### src/pkg/asr_pkg.sv
// Purpose: constants for the async serial core
// Assumes: 8-bit register port, 50 MHz ref_clk
// Notes:   offsets are word indices on the plain port
package asr_pkg;
  // ----------------------------------------
  // register offsets
  // ----------------------------------------
  localparam logic [2:0] OFS_STAT = 3'h0;
  localparam logic [2:0] OFS_DATA = 3'h1;
  localparam logic [2:0] OFS_BRR  = 3'h2;
  localparam logic [2:0] OFS_CR1  = 3'h3;
  localparam logic [2:0] OFS_CR2  = 3'h4;
  localparam logic [2:0] OFS_RXP  = 3'h5;
  localparam logic [2:0] OFS_TXP  = 3'h6;
  // ----------------------------------------
  // reset values and field positions
  // ----------------------------------------
  localparam logic [7:0] RST_STAT = 8'hc0;
  localparam logic [7:0] RST_REG  = 8'h00;
  localparam int CR1_R8   = 7;
  localparam int CR1_T8   = 6;
  localparam int CR1_M    = 4;
  localparam int CR1_WAKE = 3;
  localparam int CR1_PCE  = 2;
  localparam int CR1_PS   = 1;
  localparam int CR1_PIE  = 0;
  localparam int CR2_TIE  = 7;
  localparam int CR2_TX_DONE_IRQ_ENABLE = 6;
  localparam int CR2_RIE  = 5;
  localparam int CR2_LINE_QUIET_IRQ_ENABLE = 4;
  localparam int CR2_TE   = 3;
  localparam int CR2_RE   = 2;
  localparam int CR2_MUTE = 1;
  localparam int BRR_BASE = 6;
  localparam int BRR_TX   = 3;
  localparam int BRR_RX   = 0;
  // ----------------------------------------
  // timing
  // ----------------------------------------
  localparam logic [3:0] OVS_LAST = 4'hf;
  localparam logic [3:0] SMP_8    = 4'h7;
  localparam logic [3:0] SMP_9    = 4'h8;
  localparam logic [3:0] SMP_10   = 4'h9;
  localparam logic [3:0] SMP_3    = 4'h2;
  localparam logic [3:0] SMP_5    = 4'h4;
  localparam logic [3:0] SMP_7    = 4'h6;
  localparam logic [4:0] BASE_DIV0 = 5'h01;
  localparam logic [4:0] BASE_DIV1 = 5'h03;
  localparam logic [4:0] BASE_DIV2 = 5'h04;
  localparam logic [4:0] BASE_DIV3 = 5'h0d;
  localparam logic [3:0] FLEN_8 = 4'ha;
  localparam logic [3:0] FLEN_9 = 4'hb;
endpackage

### src/rtl/asr_core.sv
// Purpose: async serial core with baud dividers, parity, mute
// Assumes: inputs synchronous to ref_clk; plain register port
// Notes:   one packed state struct, two comb and one ff process
//
// Implementation choices: the register addresses and strobed register access.
`timescale 1ns/1ps
module asr_core
  import asr_pkg::*;
(
  input  wire logic       ref_clk,
  input  wire logic       resetn,
  input  wire logic       ce,
  input  wire logic       halt,
  input  wire logic       irq_mask,
  input  wire logic [2:0] addr,
  input  wire logic [7:0] wdata,
  input  wire logic       wr,
  input  wire logic       rd,
  output logic      [7:0] rdata,
  input  wire logic       rxd,
  output logic            txd,
  output logic            irq
);
  // ----------------------------------------
  // state
  // ----------------------------------------
  typedef enum logic [3:0] {
    RX_IDLE  = 4'h1,
    RX_START = 4'h2,
    RX_DATA  = 4'h4,
    RX_STOP  = 4'h8
  } asr_rx_t;
  typedef enum logic [1:0] {
    TX_IDLE  = 2'h1,
    TX_SHIFT = 2'h2
  } asr_tx_t;
  typedef struct packed {
    logic [7:0]  cr1;
    logic [7:0]  cr2;
    logic [7:0]  brr;
    logic [7:0]  rxp;
    logic [7:0]  txp;
    logic        tx_empty_flag;
    logic        tc;
    logic        rx_full_flag;
    logic        idle;
    logic        ovr;
    logic        nf;
    logic        fe;
    logic        pe;
    logic        seen;
    logic [7:0]  rdr;
    logic [7:0]  rdata;
    logic [18:0] rx_div;
    asr_rx_t     rx_st;
    logic [3:0]  rx_cnt;
    logic [3:0]  rx_bit;
    logic [2:0]  rx_hist;
    logic [2:0]  rx_smp;
    logic [8:0]  rx_w;
    logic        rx_nf;
    logic [7:0]  quiet;
    logic        armed;
    logic [18:0] tx_div;
    asr_tx_t     tx_st;
    logic [3:0]  tx_cnt;
    logic [3:0]  tx_bit;
    logic [10:0] tx_sh;
    logic [8:0]  tdr;
    logic        tx_data;
    logic        te_q;
  } asr_state_t;

  asr_state_t st;
  asr_state_t next_st;

  // ----------------------------------------
  // helpers
  // ----------------------------------------
  function automatic logic [18:0] div_lim(
    input logic [1:0] base_sel,
    input logic [2:0] rate_sel,
    input logic [7:0] fine
  );
    logic [4:0]  base;
    logic [18:0] prod;
    case (base_sel)
      2'h0:    base = BASE_DIV0;
      2'h1:    base = BASE_DIV1;
      2'h2:    base = BASE_DIV2;
      default: base = BASE_DIV3;
    endcase
    prod = 19'(base) << rate_sel;
    if (fine != 8'h00) begin
      prod = 19'(prod * 19'(fine));
    end
    div_lim = prod - 19'h1;
  endfunction

  logic        en;
  logic        m_len;
  logic [3:0]  flen;
  logic        rx_tick;
  logic        tx_tick;
  logic [18:0] rx_lim;
  logic [18:0] tx_lim;
  logic [8:0]  tx_frame;
  logic [8:0]  word;
  logic        maj;
  logic        msb;
  logic        perr;
  logic        frame_end;
  logic        stop_ok;
  logic [2:0]  smp3;

  assign en    = ce & !halt;
  assign m_len = st.cr1[CR1_M];
  assign flen  = m_len ? FLEN_9 : FLEN_8;
  assign rx_lim = div_lim(st.brr[BRR_BASE+:2], st.brr[BRR_RX+:3], st.rxp);
  assign tx_lim = div_lim(st.brr[BRR_BASE+:2], st.brr[BRR_TX+:3], st.txp);
  assign rx_tick = (st.rx_div == rx_lim);
  assign tx_tick = (st.tx_div == tx_lim);
  assign smp3 = {st.rx_smp[1:0], rxd};
  assign maj  = (smp3[0] & smp3[1]) | (smp3[0] & smp3[2]) |
                (smp3[1] & smp3[2]);
  assign word = m_len ? st.rx_w : {1'b0, st.rx_w[8:1]};
  assign msb  = m_len ? word[8] : word[7];
  // received parity covers data plus parity bit
  assign perr = (m_len ? ^word[8:0] : ^word[7:0]) ^
                st.cr1[CR1_PS];
  assign frame_end = en & rx_tick & (st.rx_st == RX_STOP) &
                     (st.rx_cnt == SMP_10);
  assign stop_ok = maj;

  // parity replaces the msb of the written word
  always_comb begin
    tx_frame = m_len ? {st.cr1[CR1_T8], wdata} : {1'b0, wdata};
    if (st.cr1[CR1_PCE]) begin
      if (m_len) begin
        tx_frame[8] = ^wdata[7:0] ^ st.cr1[CR1_PS];
      end else begin
        tx_frame[7] = ^wdata[6:0] ^ st.cr1[CR1_PS];
      end
    end
  end

  // ----------------------------------------
  // next state
  // ----------------------------------------
  always_comb begin
    next_st = st;
    if (en) begin
      // bus side first so that hardware sets win
      if (rd) begin
        case (addr)
          OFS_STAT: next_st.rdata = {st.tx_empty_flag, st.tc, st.rx_full_flag, st.idle,
                                     st.ovr, st.nf, st.fe, st.pe};
          OFS_DATA: next_st.rdata = st.rdr;
          OFS_BRR:  next_st.rdata = st.brr;
          OFS_CR1:  next_st.rdata = st.cr1;
          OFS_CR2:  next_st.rdata = st.cr2;
          OFS_RXP:  next_st.rdata = st.rxp;
          OFS_TXP:  next_st.rdata = st.txp;
          default:  next_st.rdata = RST_REG;
        endcase
        if (addr == OFS_STAT) begin
          next_st.seen = 1'b1;
        end
        if (addr == OFS_DATA) begin
          next_st.seen = 1'b0;
          if (st.seen) begin
            next_st.rx_full_flag = 1'b0;
            next_st.idle = 1'b0;
            next_st.ovr  = 1'b0;
            next_st.nf   = 1'b0;
            next_st.fe   = 1'b0;
            next_st.pe   = 1'b0;
          end
        end
      end
      if (wr) begin
        case (addr)
          OFS_BRR: next_st.brr = wdata;
          OFS_CR1: next_st.cr1 = {st.cr1[CR1_R8], wdata[6:0]};
          OFS_CR2: next_st.cr2 = wdata;
          OFS_RXP: next_st.rxp = wdata;
          OFS_TXP: next_st.txp = wdata;
          default: next_st.cr2 = next_st.cr2;
        endcase
        if (addr == OFS_DATA) begin
          next_st.seen = 1'b0;
          if (st.seen) begin
            next_st.tc = 1'b0;
          end
          if (st.tx_st == TX_IDLE && st.cr2[CR2_TE]) begin
            next_st.tx_st   = TX_SHIFT;
            // stop bit must sit right above the last data bit
            next_st.tx_sh   = m_len ? {1'b1, tx_frame, 1'b0} :
                              {2'b11, tx_frame[7:0], 1'b0};
            next_st.tx_cnt  = 4'h0;
            next_st.tx_bit  = 4'h0;
            next_st.tx_data = 1'b1;
            next_st.tx_div  = 19'h0;
            next_st.tx_empty_flag    = 1'b1;
          end else begin
            next_st.tdr  = tx_frame;
            next_st.tx_empty_flag = 1'b0;
          end
        end
      end

      // ----------------------------------------
      // transmitter
      // ----------------------------------------
      next_st.te_q = st.cr2[CR2_TE];
      if (!st.cr2[CR2_TE]) begin
        next_st.tx_st = TX_IDLE;
      end else if (!st.te_q) begin
        // enable starts with one all-ones frame
        next_st.tx_st   = TX_SHIFT;
        next_st.tx_sh   = '1;
        next_st.tx_cnt  = 4'h0;
        next_st.tx_bit  = 4'h0;
        next_st.tx_data = 1'b0;
        next_st.tx_div  = 19'h0;
      end else if (st.tx_st == TX_SHIFT && !(wr && addr == OFS_DATA)) begin
        next_st.tx_div = tx_tick ? 19'h0 : st.tx_div + 19'h1;
        if (tx_tick) begin
          next_st.tx_cnt = st.tx_cnt + 4'h1;
          if (st.tx_cnt == OVS_LAST) begin
            next_st.tx_sh  = {1'b1, st.tx_sh[10:1]};
            next_st.tx_bit = st.tx_bit + 4'h1;
            if (st.tx_bit == flen - 4'h1) begin
              next_st.tx_bit = 4'h0;
              if (!st.tx_empty_flag) begin
                next_st.tx_sh   = m_len ? {1'b1, st.tdr, 1'b0} :
                                  {2'b11, st.tdr[7:0], 1'b0};
                next_st.tx_empty_flag    = 1'b1;
                next_st.tx_data = 1'b1;
              end else begin
                next_st.tx_st = TX_IDLE;
                next_st.tc    = st.tx_data | st.tc;
              end
            end
          end
        end
      end

      // ----------------------------------------
      // receiver
      // ----------------------------------------
      if (!st.cr2[CR2_RE]) begin
        next_st.rx_st  = RX_IDLE;
        next_st.rx_div = 19'h0;
      end else begin
        next_st.rx_div = rx_tick ? 19'h0 : st.rx_div + 19'h1;
      end
      if (st.cr2[CR2_RE] && rx_tick) begin
        next_st.rx_cnt = st.rx_cnt + 4'h1;
        if (st.rx_cnt == SMP_8 || st.rx_cnt == SMP_9) begin
          next_st.rx_smp = smp3;
        end
        case (st.rx_st)
          RX_IDLE: begin
            next_st.rx_hist = {st.rx_hist[1:0], rxd};
            if (!rxd) begin
              next_st.rx_st  = RX_START;
              next_st.rx_cnt = 4'h0;
              next_st.quiet  = 8'h0;
              if (st.rx_hist != 3'h7) begin
                next_st.rx_nf = 1'b1;
              end
            end else if (st.quiet == {flen, 4'h0} - 8'h1) begin
              next_st.quiet = 8'h0;
              if (st.armed) begin
                next_st.armed = 1'b0;
                if (st.cr2[CR2_MUTE]) begin
                  if (!st.cr1[CR1_WAKE]) begin
                    next_st.cr2[CR2_MUTE] = 1'b0;
                  end
                end else begin
                  next_st.idle = 1'b1;
                end
              end
            end else begin
              next_st.quiet = st.quiet + 8'h1;
            end
          end
          RX_START: begin
            if ((st.rx_cnt == SMP_3 || st.rx_cnt == SMP_5 ||
                 st.rx_cnt == SMP_7) && rxd) begin
              next_st.rx_nf = 1'b1;
            end
            if (st.rx_cnt == SMP_10) begin
              if (|smp3) begin
                next_st.rx_nf = 1'b1;
              end
              if (maj) begin
                // false start: frame dropped, noise kept
                next_st.rx_st   = RX_IDLE;
                next_st.rx_hist = 3'h7;
              end
            end
            if (st.rx_cnt == OVS_LAST) begin
              next_st.rx_st  = RX_DATA;
              next_st.rx_bit = 4'h0;
            end
          end
          RX_DATA: begin
            if (st.rx_cnt == SMP_10) begin
              next_st.rx_w = {maj, st.rx_w[8:1]};
              if (smp3 != 3'h0 && smp3 != 3'h7) begin
                next_st.rx_nf = 1'b1;
              end
            end
            if (st.rx_cnt == OVS_LAST) begin
              next_st.rx_bit = st.rx_bit + 4'h1;
              if (st.rx_bit == flen - 4'h3) begin
                next_st.rx_st = RX_STOP;
              end
            end
          end
          RX_STOP: begin
            if (st.rx_cnt == SMP_10) begin
              next_st.rx_st   = RX_IDLE;
              next_st.rx_hist = stop_ok ? 3'h7 : 3'h0;
              next_st.rx_nf   = 1'b0;
              next_st.armed   = 1'b1;
            end
          end
          default: next_st.rx_st = RX_IDLE;
        endcase
      end

      // frame delivery
      if (frame_end) begin
        if (st.cr2[CR2_MUTE] && st.cr1[CR1_WAKE] && msb) begin
          next_st.cr2[CR2_MUTE] = 1'b0;
        end
        if (!st.cr2[CR2_MUTE] || (st.cr1[CR1_WAKE] && msb)) begin
          if (st.rx_full_flag && !(rd && addr == OFS_DATA && st.seen)) begin
            next_st.ovr = 1'b1;
          end else begin
            next_st.rdr          = word[7:0];
            next_st.cr1[CR1_R8]  = word[8];
            next_st.rx_full_flag         = 1'b1;
            next_st.fe           = !stop_ok;
            next_st.nf           = st.rx_nf | (smp3 != 3'h0 && smp3 != 3'h7);
            next_st.pe           = st.cr1[CR1_PCE] & perr;
          end
        end
      end
    end
  end

  // ----------------------------------------
  // registers
  // ----------------------------------------
  always_ff @(posedge ref_clk or negedge resetn) begin
    if (!resetn) begin
      st       <= '0;
      st.tx_empty_flag  <= RST_STAT[7];
      st.tc    <= RST_STAT[6];
      st.rx_st <= RX_IDLE;
      st.tx_st <= TX_IDLE;
      st.rx_hist <= 3'h7;
    end else begin
      st <= next_st;
    end
  end

  // ----------------------------------------
  // outputs
  // ----------------------------------------
  assign rdata = st.rdata;
  assign txd   = (st.tx_st == TX_SHIFT) ? st.tx_sh[0] : 1'b1;
  assign irq = !irq_mask & (
      (st.tx_empty_flag & st.cr2[CR2_TIE]) |
      (st.tc & st.cr2[CR2_TX_DONE_IRQ_ENABLE]) |
      (!st.cr2[CR2_MUTE] & (
        ((st.rx_full_flag | st.ovr) & st.cr2[CR2_RIE]) |
        (st.idle & st.cr2[CR2_LINE_QUIET_IRQ_ENABLE]) |
        (st.pe & st.cr1[CR1_PIE]))));
endmodule
### config.mk
export PLATFORM = sky130hd
export DESIGN_NAME = asr_core
export DESIGN_NICKNAME = d
export VERILOG_FILES = /design/src/pkg/asr_pkg.sv /design/src/rtl/asr_core.sv
export SDC_FILE = /design/constraint.sdc
export NUM_CORES = 1
export LEC_CHECK = 0
export ABC_AREA = 1
export BUFFER_PORTS_ARGS = -buffer_cell sky130_fd_sc_hd__buf_2
export CAP_MARGIN = 20
export CORE_MARGIN = 2
export CORE_UTILIZATION = 45
export CTS_CLUSTER_DIAMETER = 200
export DETAILED_ROUTE_END_ITERATION = 12
export GPL_ROUTABILITY_DRIVEN = 0
export SYNTH_ARGS = -nofsm -noshare
export SYNTH_HDL_FRONTEND = slang
export SYNTH_SLANG_ARGS = --single-unit
### constraint.sdc
create_clock -name ref_clk -period 14.21 [get_ports ref_clk]
set_input_delay 0 -clock ref_clk [delete_from_list [all_inputs] [get_ports ref_clk]]
set_output_delay 0 -clock ref_clk [all_outputs]
set_load 0.03 [all_outputs]
==> Word-level counts from Yosys, hierarchy flattened <==
Index checks and enable logic that the tools add are counted.
{ "op_classes": {"addsub": 12, "multipliers": 2, "eq_ne": 40, "shifts": 2, "n_mux": 126, "bitwise_logic": 29, "reduce_logical": 52} }
{ "op_table": {"columns": ["operator", "count"], "rows": [
  ["$mux 19", 7],
  ["$mux 40", 3],
  ["$mux 50", 2],
  ["$mux 8", 7],
  ["$pmux 8 s7", 1],
  ["$mux 1", 53],
  ["$mux 4", 12],
  ["$mux 10", 4],
  ["$add 19x1->19 const B", 2],
  ["$eq 19x19->1", 2],
  ["$mul 19x8->19", 2],
  ["$shl 5x3->19", 2],
  ["$sub 19x1->19 const B", 2],
  ["$mux 37", 1],
  ["$mux 9", 4],
  ["$mux 15", 2],
  ["$mux 28", 1],
  ["$mux 2", 13],
  ["$mux 21", 1],
  ["$reduce_and 3->1", 7],
  ["$eq 4x4->1 const B", 5],
  ["$ne 2x2->1 const B", 10],
  ["$mux 3", 6],
  ["$add 4x1->4 const B", 4],
  ["other kinds (46)", 110]
]} }
{ "word_totals": {"reg_bits": 172, "input_bits": 19, "out_inout_bits": 10, "word_cells": 299} }

==> Longest topological paths before layout <==
Gate-level depths: netlist of run 1.
{ "logic_depth": {"depth_word": 15, "mapped_depth": 42, "depth_no_buf": 41} }

==> Worst setup path before layout of run 1 <==
Ideal clock, no wire load.
{ "synth_path": {"path_kind": "register -> register", "start": "register st[155] in the netlist's numbering", "end": "register st[69] in the netlist's numbering", "t_arrival_ps": 5652, "t_required_ps": 14093, "setup_slack_ps": 8441, "path_stages_with_launch": 35, "path_buffers": 2, "synth_period_minus_slack_ps": 5769, "cell_sequence": "dfrtp_1 buf_6 inv_2 nand2_2 nand2_1 nand3_1 nand2_1 nand2_1 inv_1 nand2_1 fa_1 fa_1 fa_1 fa_1 inv_1 ha_1 nand2_1 inv_1 a21oi_1 nand4_1 nand3_1 nand2_1 nor2_1 inv_1 nor2_1 nand4_1 nand2_1 inv_2 nor2_2 nand4_4 nor2_4 nand2_4 buf_6 o21ai_1 inv_1"} }
{ "synth_via": {"elab_chain_cells": 9, "elab_cells_between_ends": 11, "cone_classes": "add/sub (1); mul (1); eq/ne (3); shift (1); mux (2); reduce/logical (3)"} }
{ "synth_lines": {"columns": ["item", "line_no", "rtl"], "rows": [
  ["from (decl)", "asr_core.sv:74", "asr_state_t st;"],
  ["from (signal assigned)", "asr_core.sv:368", "st <= next_st;"],
  ["$eq 2x2->1 (tied with other cells)", "asr_core.sv:87", "case (base_sel)"],
  ["$pmux 4 s3 (*)", "asr_core.sv:87", null],
  ["$shl 5x3->19 (*)", "asr_core.sv:93", "prod = 19'(base) << rate_sel;"],
  ["$mul 19x8->19", "asr_core.sv:95", "prod = 19'(prod * 19'(fine));"],
  ["$mux 19 (*)", "asr_core.sv:94", "if (fine != 8'h00) begin"],
  ["$sub 19x1->19 (*)", "asr_core.sv:97", "div_lim = prod - 19'h1;"],
  ["$eq 19x19->1 (*)", "asr_core.sv:121", "assign rx_tick = (st.rx_div == rx_lim);"],
  ["$logic_and 1x1->1 (*)", "asr_core.sv:258", "if (st.cr2[CR2_RE] && rx_tick) begin"],
  ["$reduce_and 4->1 (no source line) (*)", null, null]
]} }
Mark *: on every way between the ends. The rest lies on a longest branch, timed or not.
A chain may end at the register's enable or synchronous reset.

==> Worst setup path in the final report of run 1 <==
{ "layout_path": {"start": "register st[155] in the netlist's numbering", "end": "register st[120] in the netlist's numbering"} }
{ "layout_via": {"elab_chain_cells": 11, "elab_cells_between_ends": 13, "cone_classes": "add/sub (1); mul (1); eq/ne (3); shift (1); mux (2); bitwise (3); reduce/logical (2)"} }
{ "layout_lines": {"columns": ["item", "line_no", "rtl"], "rows": [
  ["$eq 2x2->1 (tied with other cells)", "asr_core.sv:87", null],
  ["$pmux 4 s3 (*)", "asr_core.sv:87", null],
  ["$shl 5x3->19 (*)", "asr_core.sv:93", null],
  ["$mul 19x8->19", "asr_core.sv:95", null],
  ["$mux 19 (*)", "asr_core.sv:94", null],
  ["$sub 19x1->19 (*)", "asr_core.sv:97", null],
  ["$eq 19x19->1 (*)", "asr_core.sv:121", null],
  ["$and 1x1->1 (*) (3 in series)", "asr_core.sv:131", "assign frame_end = en & rx_tick & (st.rx_st == RX_STOP) &"],
  ["$reduce_and 4->1 (no source line) (*)", null, null]
]} }
Marked as above.

==> load_flow_metrics.sql, run 1 <==
INSERT INTO impl_metrics (metric_group, metric, value, unit) VALUES
('outcome', 'run_status', 'finished clean', ''),
('final_layout', 'final_design_area_no_fill', '20000', 'µm²'),
('synth', 'synthesis.area_per_instance', '6.66', 'µm²'),
('critical_path', 'critPathArrivalTime', '7460', 'ps'),
('run', 'drv.max_cap_violation_count', '0', ''),
('sta', 'clock-skew-final', '14.4', 'ps'),
('routing', 'firstDrtPassIters', '6', ''),
('routing', 'via_count', '18100', ''),
('floorplanning', 'floorplan.die.height', '209', 'µm'),
('sta', 'post-route-period-util', '50.2', '%'),
('synth', 'ys_async_sr_fraction', '100', '%'),
('synth', 'yosys.area_share.adder', '17.3', '%'),
('routing', 'final_antenna_net_count', '0', ''),
('critical_path', 'critPathMostFrequentCell', 'sky130_fd_sc_hd__nand2_1', ''),
('final_layout', 'most-common-layout-cells', 'sky130_fd_sc_hd__nand2_1, sky130_fd_sc_hd__inv_1, sky130_fd_sc_hd__nor2_1', ''),
('clocking', 'post_cts_resize_count', '0', ''),
('sta', 'finalSetupViolations', '0', ''),
('synth', 'ys_seq_area_share', '22.6', '%'),
('floorplanning', 'die_area', '43800', 'µm²'),
('final_layout', 'antenna-diode-count', '0', ''),
('floorplanning', 'num_io_pins', '29', ''),
('synth', 'synth_xor_xnor_area_share', '3.23', '%'),
('worst_hold_path', 'timing.hold.worst_endpoint', 'st[164]', ''),
('critical_path', 'worst-r2r-cell-count', '31', ''),
('sta', 'worst_slew_margin_rel', '32.1', '%'),
('sta', 'period_minus_slack', '7130', 'ps'),
('clocking', 'cts_max_path_buffers', '2', ''),
('clocking', 'clk-insertion-delay-late', '450', 'ps'),
('floorplanning', 'starting_utilization_of_the_core_area', '45.4', '%'),
('clocking', 'inserted_clock_buffers', '17', ''),
('final_layout', 'layout_commonest_cell', 'sky130_fd_sc_hd__nand2_1', ''),
('synth', 'syn_nets', '3062', ''),
('global_routing', 'maximum_number_of_pins_on_one_net_before_global_route_repair', '67', ''),
('synth', 'cell_count_after_synthesis', '2845', ''),
('critical_path', 'worst_r2r_endpoint', 'st[120]', ''),
('pwr', 'leakage', '10.0', 'nW'),
('routing', 'drc', '0', ''),
('clocking', 'clk_pin_slew', '70', 'ps'),
('pwr', 'vdd.ir_drop.worst', '0.0566', 'mV'),
('clocking', 'clock_tree.htree_level_count', '4', ''),
('routing', 'mean_routed_wirelength_per_cell', '16.0', 'µm'),
('critical_path', 'setup.worst_path.end_class', 'register', ''),
('routing', 'avgViaCountPerCell', '5.37', ''),
('clocking', 'clock-sinks', '171', ''),
('worst_hold_path', 'hold_path_depth', '3', ''),
('place', 'detailed_placement_wirelength_estimate', '42800', 'µm'),
('critical_path', 'worstPathRequired', '14540', 'ps'),
('global_routing', 'grt_usage', '25.1', '%'),
('critical_path', 'crit_path_max_fanout', '11', ''),
('synth', 'synth_top_flop_cell', 'sky130_fd_sc_hd__dfrtp_1', ''),
('synth', 'yosysUniqueCellTypes', '57', ''),
('global_routing', 'grt-ovfl-total', '0', ''),
('synth', 'synth_area_in_compound_gates', '10.3', '%'),
('synth', 'synth_edf_count', '0', ''),
('synth', 'ys_warn_count', '0', ''),
('floorplanning', 'core', '41800', 'µm²'),
('global_routing', 'grt_first_pass_wirelength', '88200', 'µm'),
('critical_path', 'cp_slowest_cell', 'sky130_fd_sc_hd__fa_1', ''),
('synth', 'synth_top_family_by_area', 'simple AND/OR/NAND/NOR gates', ''),
('global_routing', 'grt_pass1_vias', '17200', ''),
('sta', 'max_freq', '140', 'MHz'),
('sta', 'hold_violations', '0', ''),
('floorplanning', 'rows', '75', ''),
('routing', 'postRouteWirelength', '53900', 'µm'),
('floorplanning', 'die_x', '209', 'µm'),
('sta', 'setup_repair_after_global_routing_missed_its_margin', 'false', ''),
('sta', 'timing.setup.tns', '0', 'ps'),
('critical_path', 'critical_path.reg2reg.startpoint', 'st[155]', ''),
('worst_hold_path', 'holdCritStartpoint', 'wdata[0]', ''),
('critical_path', 'r2r_slack', '7080', 'ps'),
('routing', 'starting_drc_count_in_detailed_routing', '1472', '');
worst max-delay path by stage:
stage,endpoint,cells after the start,start,slack (ps)
global route,st[117],34,st[155],6480
detailed placement,st[116],31,st[155],7170
finish,st[120],31,st[155],7080
floorplan,st[69],34,st[155],8440
CTS,st[116],32,st[155],7140
global placement,st[120],31,st[155],7300
through the flow:
step	worst slack, ps	total power [W]	utilization (%)	hold WS, ps
after floorplan	8440	0.00177	-	-296
after global placement	7300	0.00208	46.5	-14.1
after detailed placement	7170	0.00211	46.5	-15.3
after CTS	7140	0.00258	48.0	20.1
after global routing	6480	0.00282	48.0	49.4
final	7080	0.00257	48.0	33.6
registers in the layout, indices dropped and copies added (netlist names):
name and flops:
m_len 1, rdata 8, smp3 2, st 160
metal layers:
| metal | vias up | track usage (%) | share of wire, % |
|---|---|---|---|
| li1 | 8978 | - | - |
| met1 | 8567 | 34.9 | 47 |
| met2 | 512 | 40.5 | 46 |
| met3 | 69 | 3.91 | 5.8 |
| met4 | 0 | 7.32 | 2.0 |
| met5 | - | 0 | 0 |
critical path, delay by kind of cell (launching register included):
kind	cells	cell delay (ps)
adders and majority gates	5	2360
buffers and inverters	2	160
DFF	1	520
and+or+nand+nor	24	3980
cells by family after synthesis:
family | Yosys count
and+or+nand+nor | 1502
buffers and inverters | 560
AOI/OAI and AO/OA | 343
adders and majority gates | 198
DFF | 171
xor gates and xnor gates | 70
muxes | 1
repair_timing:
item	4_1_cts	5_1_grt
hold buffers	4	0
hold endpoints to repair	59	0
setup endpoints to repair	0	0
cell type report:
class	instances	area, µm²	area share [%]
Sequential cell	171	4290	21.4
Inverter	481	1810	9.01
Tap cell	539	674	3.37
Multi-Input combinational cell	2114	12400	62.1
Timing Repair Buffer	40	246	1.23
Clock buffer	24	492	2.45
Clock inverter	8	83.8	0.418
cell usage after synthesis, types with 13 or more instances:
| cell type | count | area share (%) |
|---|---|---|
| sky130_fd_sc_hd__nand2_1 | 818 | 16 |
| sky130_fd_sc_hd__inv_1 | 455 | 9.0 |
| sky130_fd_sc_hd__nor2_1 | 266 | 5.3 |
| sky130_fd_sc_hd__nand3_1 | 212 | 5.6 |
| sky130_fd_sc_hd__dfrtp_1 | 164 | 22 |
| sky130_fd_sc_hd__o21ai_0 | 146 | 3.9 |
| sky130_fd_sc_hd__fa_1 | 108 | 11 |
| sky130_fd_sc_hd__ha_1 | 90 | 5.9 |
| sky130_fd_sc_hd__a21oi_1 | 74 | 2.0 |
| sky130_fd_sc_hd__nand4_1 | 66 | 2.2 |
| sky130_fd_sc_hd__xor2_1 | 46 | 2.1 |
| sky130_fd_sc_hd__clkbuf_1 | 44 | 0.87 |
| sky130_fd_sc_hd__nor3_1 | 41 | 1.1 |
| sky130_fd_sc_hd__o22ai_1 | 27 | 0.89 |
| sky130_fd_sc_hd__o21ai_1 | 26 | 0.69 |
| sky130_fd_sc_hd__inv_2 | 24 | 0.48 |
| sky130_fd_sc_hd__xnor2_1 | 24 | 1.1 |
| sky130_fd_sc_hd__nand2_2 | 18 | 0.59 |
| sky130_fd_sc_hd__nor2_2 | 16 | 0.53 |
| sky130_fd_sc_hd__a221oi_1 | 14 | 0.65 |
| sky130_fd_sc_hd__nand3b_1 | 14 | 0.55 |
| sky130_fd_sc_hd__a31oi_1 | 13 | 0.43 |
where the power goes:
group	total [W]	internal, W	switching, W
clock network	0.000463	0.000261	0.000202
logic	0.00147	0.000481	0.000985
registers	0.000644	0.000552	0.0000927
total	0.00257	0.00129	0.00128
Note: power is estimated with default switching activity, not from simulation.
==> run 2: changes to the inputs <==
--- a/config.mk
+++ b/config.mk
@@ -5,7 +5,7 @@
 export SDC_FILE = /design/constraint.sdc
 export NUM_CORES = 1
 export LEC_CHECK = 0
-export ABC_AREA = 1
+export ABC_AREA = 0
 export BUFFER_PORTS_ARGS = -buffer_cell sky130_fd_sc_hd__buf_2
 export CAP_MARGIN = 20
 export CORE_MARGIN = 2
==> constraint.sdc (replaced) <==
create_clock -name ref_clk -period 6.8 [get_ports ref_clk]
set_input_delay 0 -clock ref_clk [delete_from_list [all_inputs] [get_ports ref_clk]]
set_output_delay 0 -clock ref_clk [all_outputs]
set_load 0.03 [all_outputs]
==> run 2 against run 1 <==
Against the previous run:
- the run now ends with negative setup slack left
- global-route usage up 0.42 points
- worst setup slack got worse by 7600 ps
- maximum frequency is 3.0% lower
- register-to-register slack lost 7600 ps
- synthesized cell count decreased by 25%
- utilization rose by 10 points
- largest power group unchanged
- final cell count fell by 13%
- combinational power rose to 3.5 times the previous value
- non-clock buffer count is 347 higher
==> load_flow_metrics.sql, run 2 <==
INSERT INTO impl_metrics (metric_group, metric, value, unit) VALUES
('synth', 'share_of_synthesized_area_spent_on_multiplexers', '7.33', '%'),
('synth', 'yosys_register_bits', '171', ''),
('clocking', 'clk_pin_slew', '70', 'ps'),
('critical_path', 'critical_path.startpoint_type', 'register', ''),
('sta', 'setup_repair_after_global_routing_missed_its_margin', 'true', ''),
('outcome', 'run_status', 'finished with violations', ''),
('final_layout', 'layout_commonest_cell', 'sky130_fd_sc_hd__buf_4', ''),
('place', 'io_buffers', '28', ''),
('global_routing', 'grt_first_pass_wirelength', '86900', 'µm'),
('floorplanning', 'die_x', '205', 'µm'),
('sta', 'worst_slew_margin_rel', '38.2', '%'),
('routing', 'final_antenna_net_count', '0', ''),
('clocking', 'cts_tree', 'built', ''),
('place', 'place.detailed.instances', '2831', ''),
('clocking', 'cts_max_path_buffers', '2', ''),
('synth', 'post_synth_and_or_nand_nor_area_fraction', '23.3', '%'),
('final_layout', 'antenna-diode-count', '0', ''),
('critical_path', 'worstPathRequired', '7130', 'ps'),
('final_layout', 'area.sequential', '4290', 'µm²'),
('synth', 'post-synth-top-area-cell', 'sky130_fd_sc_hd__dfrtp_1', ''),
('synth', 'ys_async_sr_fraction', '100', '%'),
('sta', 'period_minus_slack', '7350', 'ps'),
('global_routing', 'grt_pass1_vias', '16900', ''),
('sta', 'timing.setup.tns', '-34530', 'ps'),
('floorplanning', 'rows', '73', ''),
('synth', 'ys_seq_area_share', '23.6', '%'),
('synth', 'yosys.cell_count.top_type', 'sky130_fd_sc_hd__nand2_1', ''),
('place', 'placement.cell_area', '20800', 'µm²'),
('synth', 'synth_area_in_compound_gates', '16.8', '%'),
('synth', 'synth_edf_count', '0', ''),
('final_layout', 'largest_register_ffs', '160', ''),
('sta', 'worst_pin_slew', '927', 'ps'),
('sta', 'max_freq', '136', 'MHz'),
('pwr', 'powerDensity', '317', 'nW/µm²'),
('synth', 'ys_warn_count', '0', ''),
('final_layout', 'drive_gt1_share', '28.6', '%'),
('synth', 'synth_largest_type_area_fraction', '22.6', '%'),
('worst_hold_path', 'hold_path_depth', '2', ''),
('global_routing', 'maximum_number_of_pins_on_one_net_before_global_route_repair', '96', ''),
('final_layout', 'multi_input_area', '13900', 'µm²'),
('final_layout', 'fillerInstances', '3571', ''),
('sta', 'finalMaxSlewViolations', '0', ''),
('synth', 'synthesis.area_per_instance', '8.55', 'µm²'),
('worst_hold_path', 'hold_path_class', 'input pin to register', ''),
('critical_path', 'critical_path.reg2reg.startpoint', 'st[155]', ''),
('clocking', 'cts_root_buffer', 'sky130_fd_sc_hd__clkbuf_16', ''),
('critical_path', 'setup.worst_path.end_class', 'register', ''),
('sta', 'hold_violations', '0', ''),
('outcome', 'failed_checks', 'negative setup slack', ''),
('final_layout', 'most-common-layout-cells', 'sky130_fd_sc_hd__buf_4, sky130_fd_sc_hd__nand2_1, sky130_fd_sc_hd__inv_1', ''),
('sta', 'setup_slack', '-548', 'ps'),
('sta', 'post-route-period-util', '108', '%'),
('critical_path', 'crit_path_max_fanout', '8', ''),
('synth', 'synth_top_flop_cell', 'sky130_fd_sc_hd__dfrtp_1', ''),
('final_layout', 'finalNetCount', '2614', ''),
('run', 'drv.max_cap_violation_count', '0', ''),
('clocking', 'clock_tree.htree_level_count', '4', ''),
('routing', 'postRouteWirelength', '54500', 'µm'),
('synth', 'yosysUniqueCellTypes', '98', ''),
('routing', 'via_count', '17200', ''),
('floorplanning', 'die_area', '42000', 'µm²'),
('final_layout', 'syn_to_final_growth', '27.9', '%'),
('routing', 'avgViaCountPerCell', '5.87', ''),
('routing', 'starting_drc_count_in_detailed_routing', '1367', ''),
('critical_path', 'critical_path_depth', '26', ''),
('global_routing', 'initial_antenna_violation_count', '0', ''),
('synth', 'post_synthesis_instance_area', '18200', 'µm²'),
('critical_path', 'cp-startpoint', 'st[155]', ''),
('critical_path', 'critical-path-max-stage-delay', '550', 'ps'),
('floorplanning', 'starting_utilization_of_the_core_area', '45.6', '%'),
('synth', 'synth_top_family_by_area', 'simple AND/OR/NAND/NOR gates', ''),
('floorplanning', 'num_io_pins', '29', ''),
('synth', 'synth.top_cells.by_area', 'sky130_fd_sc_hd__dfrtp_1, sky130_fd_sc_hd__fa_1, sky130_fd_sc_hd__ha_1, sky130_fd_sc_hd__nand2_1, sky130_fd_sc_hd__mux2_2', ''),
('critical_path', 'timing.critical_path.to', 'st[80]', ''),
('routing', 'firstDrtPassIters', '6', ''),
('critical_path', 'cpLargestDelayFamily', 'simple AND/OR/NAND/NOR gates', ''),
('routing', 'mean_routed_wirelength_per_cell', '18.6', 'µm'),
('critical_path', 'critical_path_buf_inv_count', '5', ''),
('synth', 'post_synth_most_frequent_cells', 'sky130_fd_sc_hd__nand2_1, sky130_fd_sc_hd__inv_1, sky130_fd_sc_hd__dfrtp_1', ''),
('floorplanning', 'floorplan.die.height', '205', 'µm'),
('global_routing', 'grt-ovfl-total', '0', ''),
('pwr', 'leakage', '10.4', 'nW'),
('critical_path', 'critPathArrivalTime', '7680', 'ps'),
('final_layout', 'regMostFlops', 'st', ''),
('synth', 'yosys.area_share.adder', '18.2', '%'),
('synth', 'synth_xor_xnor_area_share', '4.13', '%'),
('floorplanning', 'core', '39800', 'µm²'),
('final_layout', 'final_design_area_no_fill', '23200', 'µm²'),
('clocking', 'inserted_clock_buffers', '17', ''),
('critical_path', 'r2r_slack', '-550', 'ps'),
('critical_path', 'path_class', 'register to register', ''),
('final_layout', 'layout.cells.non_filler', '2935', ''),
('critical_path', 'worst_r2r_endpoint', 'st[80]', ''),
('critical_path', 'cp_slowest_cell', 'sky130_fd_sc_hd__fa_1', ''),
('clocking', 'clock-sinks', '171', ''),
('sta', 'finalSetupViolations', '114', ''),
('critical_path', 'worst-r2r-cell-count', '26', ''),
('synth', 'syn_nets', '2341', ''),
('critical_path', 'critPathMostFrequentCell', 'sky130_fd_sc_hd__fa_1', ''),
('place', 'detailed_placement_wirelength_estimate', '39900', 'µm'),
('pwr', 'vdd.ir_drop.worst', '0.207', 'mV'),
('synth', 'cell_count_after_synthesis', '2124', ''),
('clocking', 'clk-insertion-delay-late', '440', 'ps'),
('routing', 'drc', '0', ''),
('sta', 'clock-skew-final', '7.52', 'ps'),
('global_routing', 'grt_usage', '25.5', '%');
-- run 2: layout make-up --
| cell class | count | area share (%) |
|---|---|---|
| multi-input cells | 1647 | 60.0 |
| flip-flops and latches | 171 | 18.5 |
| repair buffers | 387 | 13.4 |
| clock buffers | 17 | 1.83 |
| clock inverters | 15 | 0.700 |
| well taps | 525 | 2.83 |
| inverters | 173 | 2.80 |
-- run 2: worst min-delay path by stage --
stage | start | to | slack, ps
3_3_place_gp | resetn | st[27] | 150
3_5_place_dp | resetn | st[0] | 160
6_report | wdata[3] | st[167] | 40
5_1_grt | wdata[3] | st[159] | 30
2_1_floorplan | resetn | m_len | -300
4_1_cts | wdata[3] | st[143] | 20
-- run 2: timing repair --
action | in CTS | in global routing
hold endpoints to repair | 120 | 0
cloned | 1 | 3
resized for setup | 94 | 199
buffers inserted | 25 | 32
pin swaps | 35 | 65
endpoints found under the setup margin | 114 | 114
hold buffers | 12 | 0
-- run 2: cell families after synthesis --
logic type,Yosys count
adder cells (fa/ha/maj),199
XOR/XNOR,84
flip-flops,171
multiplexers,117
AND/OR/NAND/NOR,812
AO/OA/AOI/OAI,435
buffers and inverters,306
-- run 2: layer usage --
layer	wire length, µm	vias up	track usage, %
li1	-	8123	-
met1	25400	8568	36.9
met2	25400	486	40.8
met3	2860	52	2.82
met4	788	0	6.19
met5	0	-	0
-- run 2: through the flow --
stage               total power, W  util [%]  worst slack, ps  hold WS, ps
CTS                        0.00691      55.5             -457         15.6
floorplan                  0.00396         -             -318         -296
global placement           0.00557      52.3             -562          154
global route               0.00790      58.3             -810         33.2
detailed placement         0.00565      52.3             -642          165
finish                     0.00737      58.3             -548         36.9
-- run 2: worst register-to-register path: stages, from the launching register on --
cell,delay [ps]
sky130_fd_sc_hd__dfrtp_2,470
sky130_fd_sc_hd__and3b_2,260
sky130_fd_sc_hd__o31ai_4,300
sky130_fd_sc_hd__and2_4,230
sky130_fd_sc_hd__nand2_4,50
sky130_fd_sc_hd__fa_1,550
sky130_fd_sc_hd__fa_1,450
sky130_fd_sc_hd__fa_1,490
sky130_fd_sc_hd__fa_1,510
sky130_fd_sc_hd__inv_2,50
sky130_fd_sc_hd__ha_4,210
sky130_fd_sc_hd__a21o_1,190
sky130_fd_sc_hd__a31o_1,210
sky130_fd_sc_hd__or4_4,550
sky130_fd_sc_hd__a32o_2,290
sky130_fd_sc_hd__and3b_2,290
sky130_fd_sc_hd__nand2_4,80
sky130_fd_sc_hd__or3_4,350
sky130_fd_sc_hd__buf_4,140
sky130_fd_sc_hd__buf_4,130
sky130_fd_sc_hd__or4b_4,480
sky130_fd_sc_hd__a21oi_2,120
sky130_fd_sc_hd__nand4b_1,200
sky130_fd_sc_hd__buf_4,160
sky130_fd_sc_hd__buf_6,150
sky130_fd_sc_hd__nor3_1,70
sky130_fd_sc_hd__mux2_2,290
-- run 2: power by group --
group,internal (W),switching (W),total [W]
clock network,0.000547,0.000443,0.000990
logic,0.00249,0.00261,0.00510
registers,0.00112,0.000160,0.00128
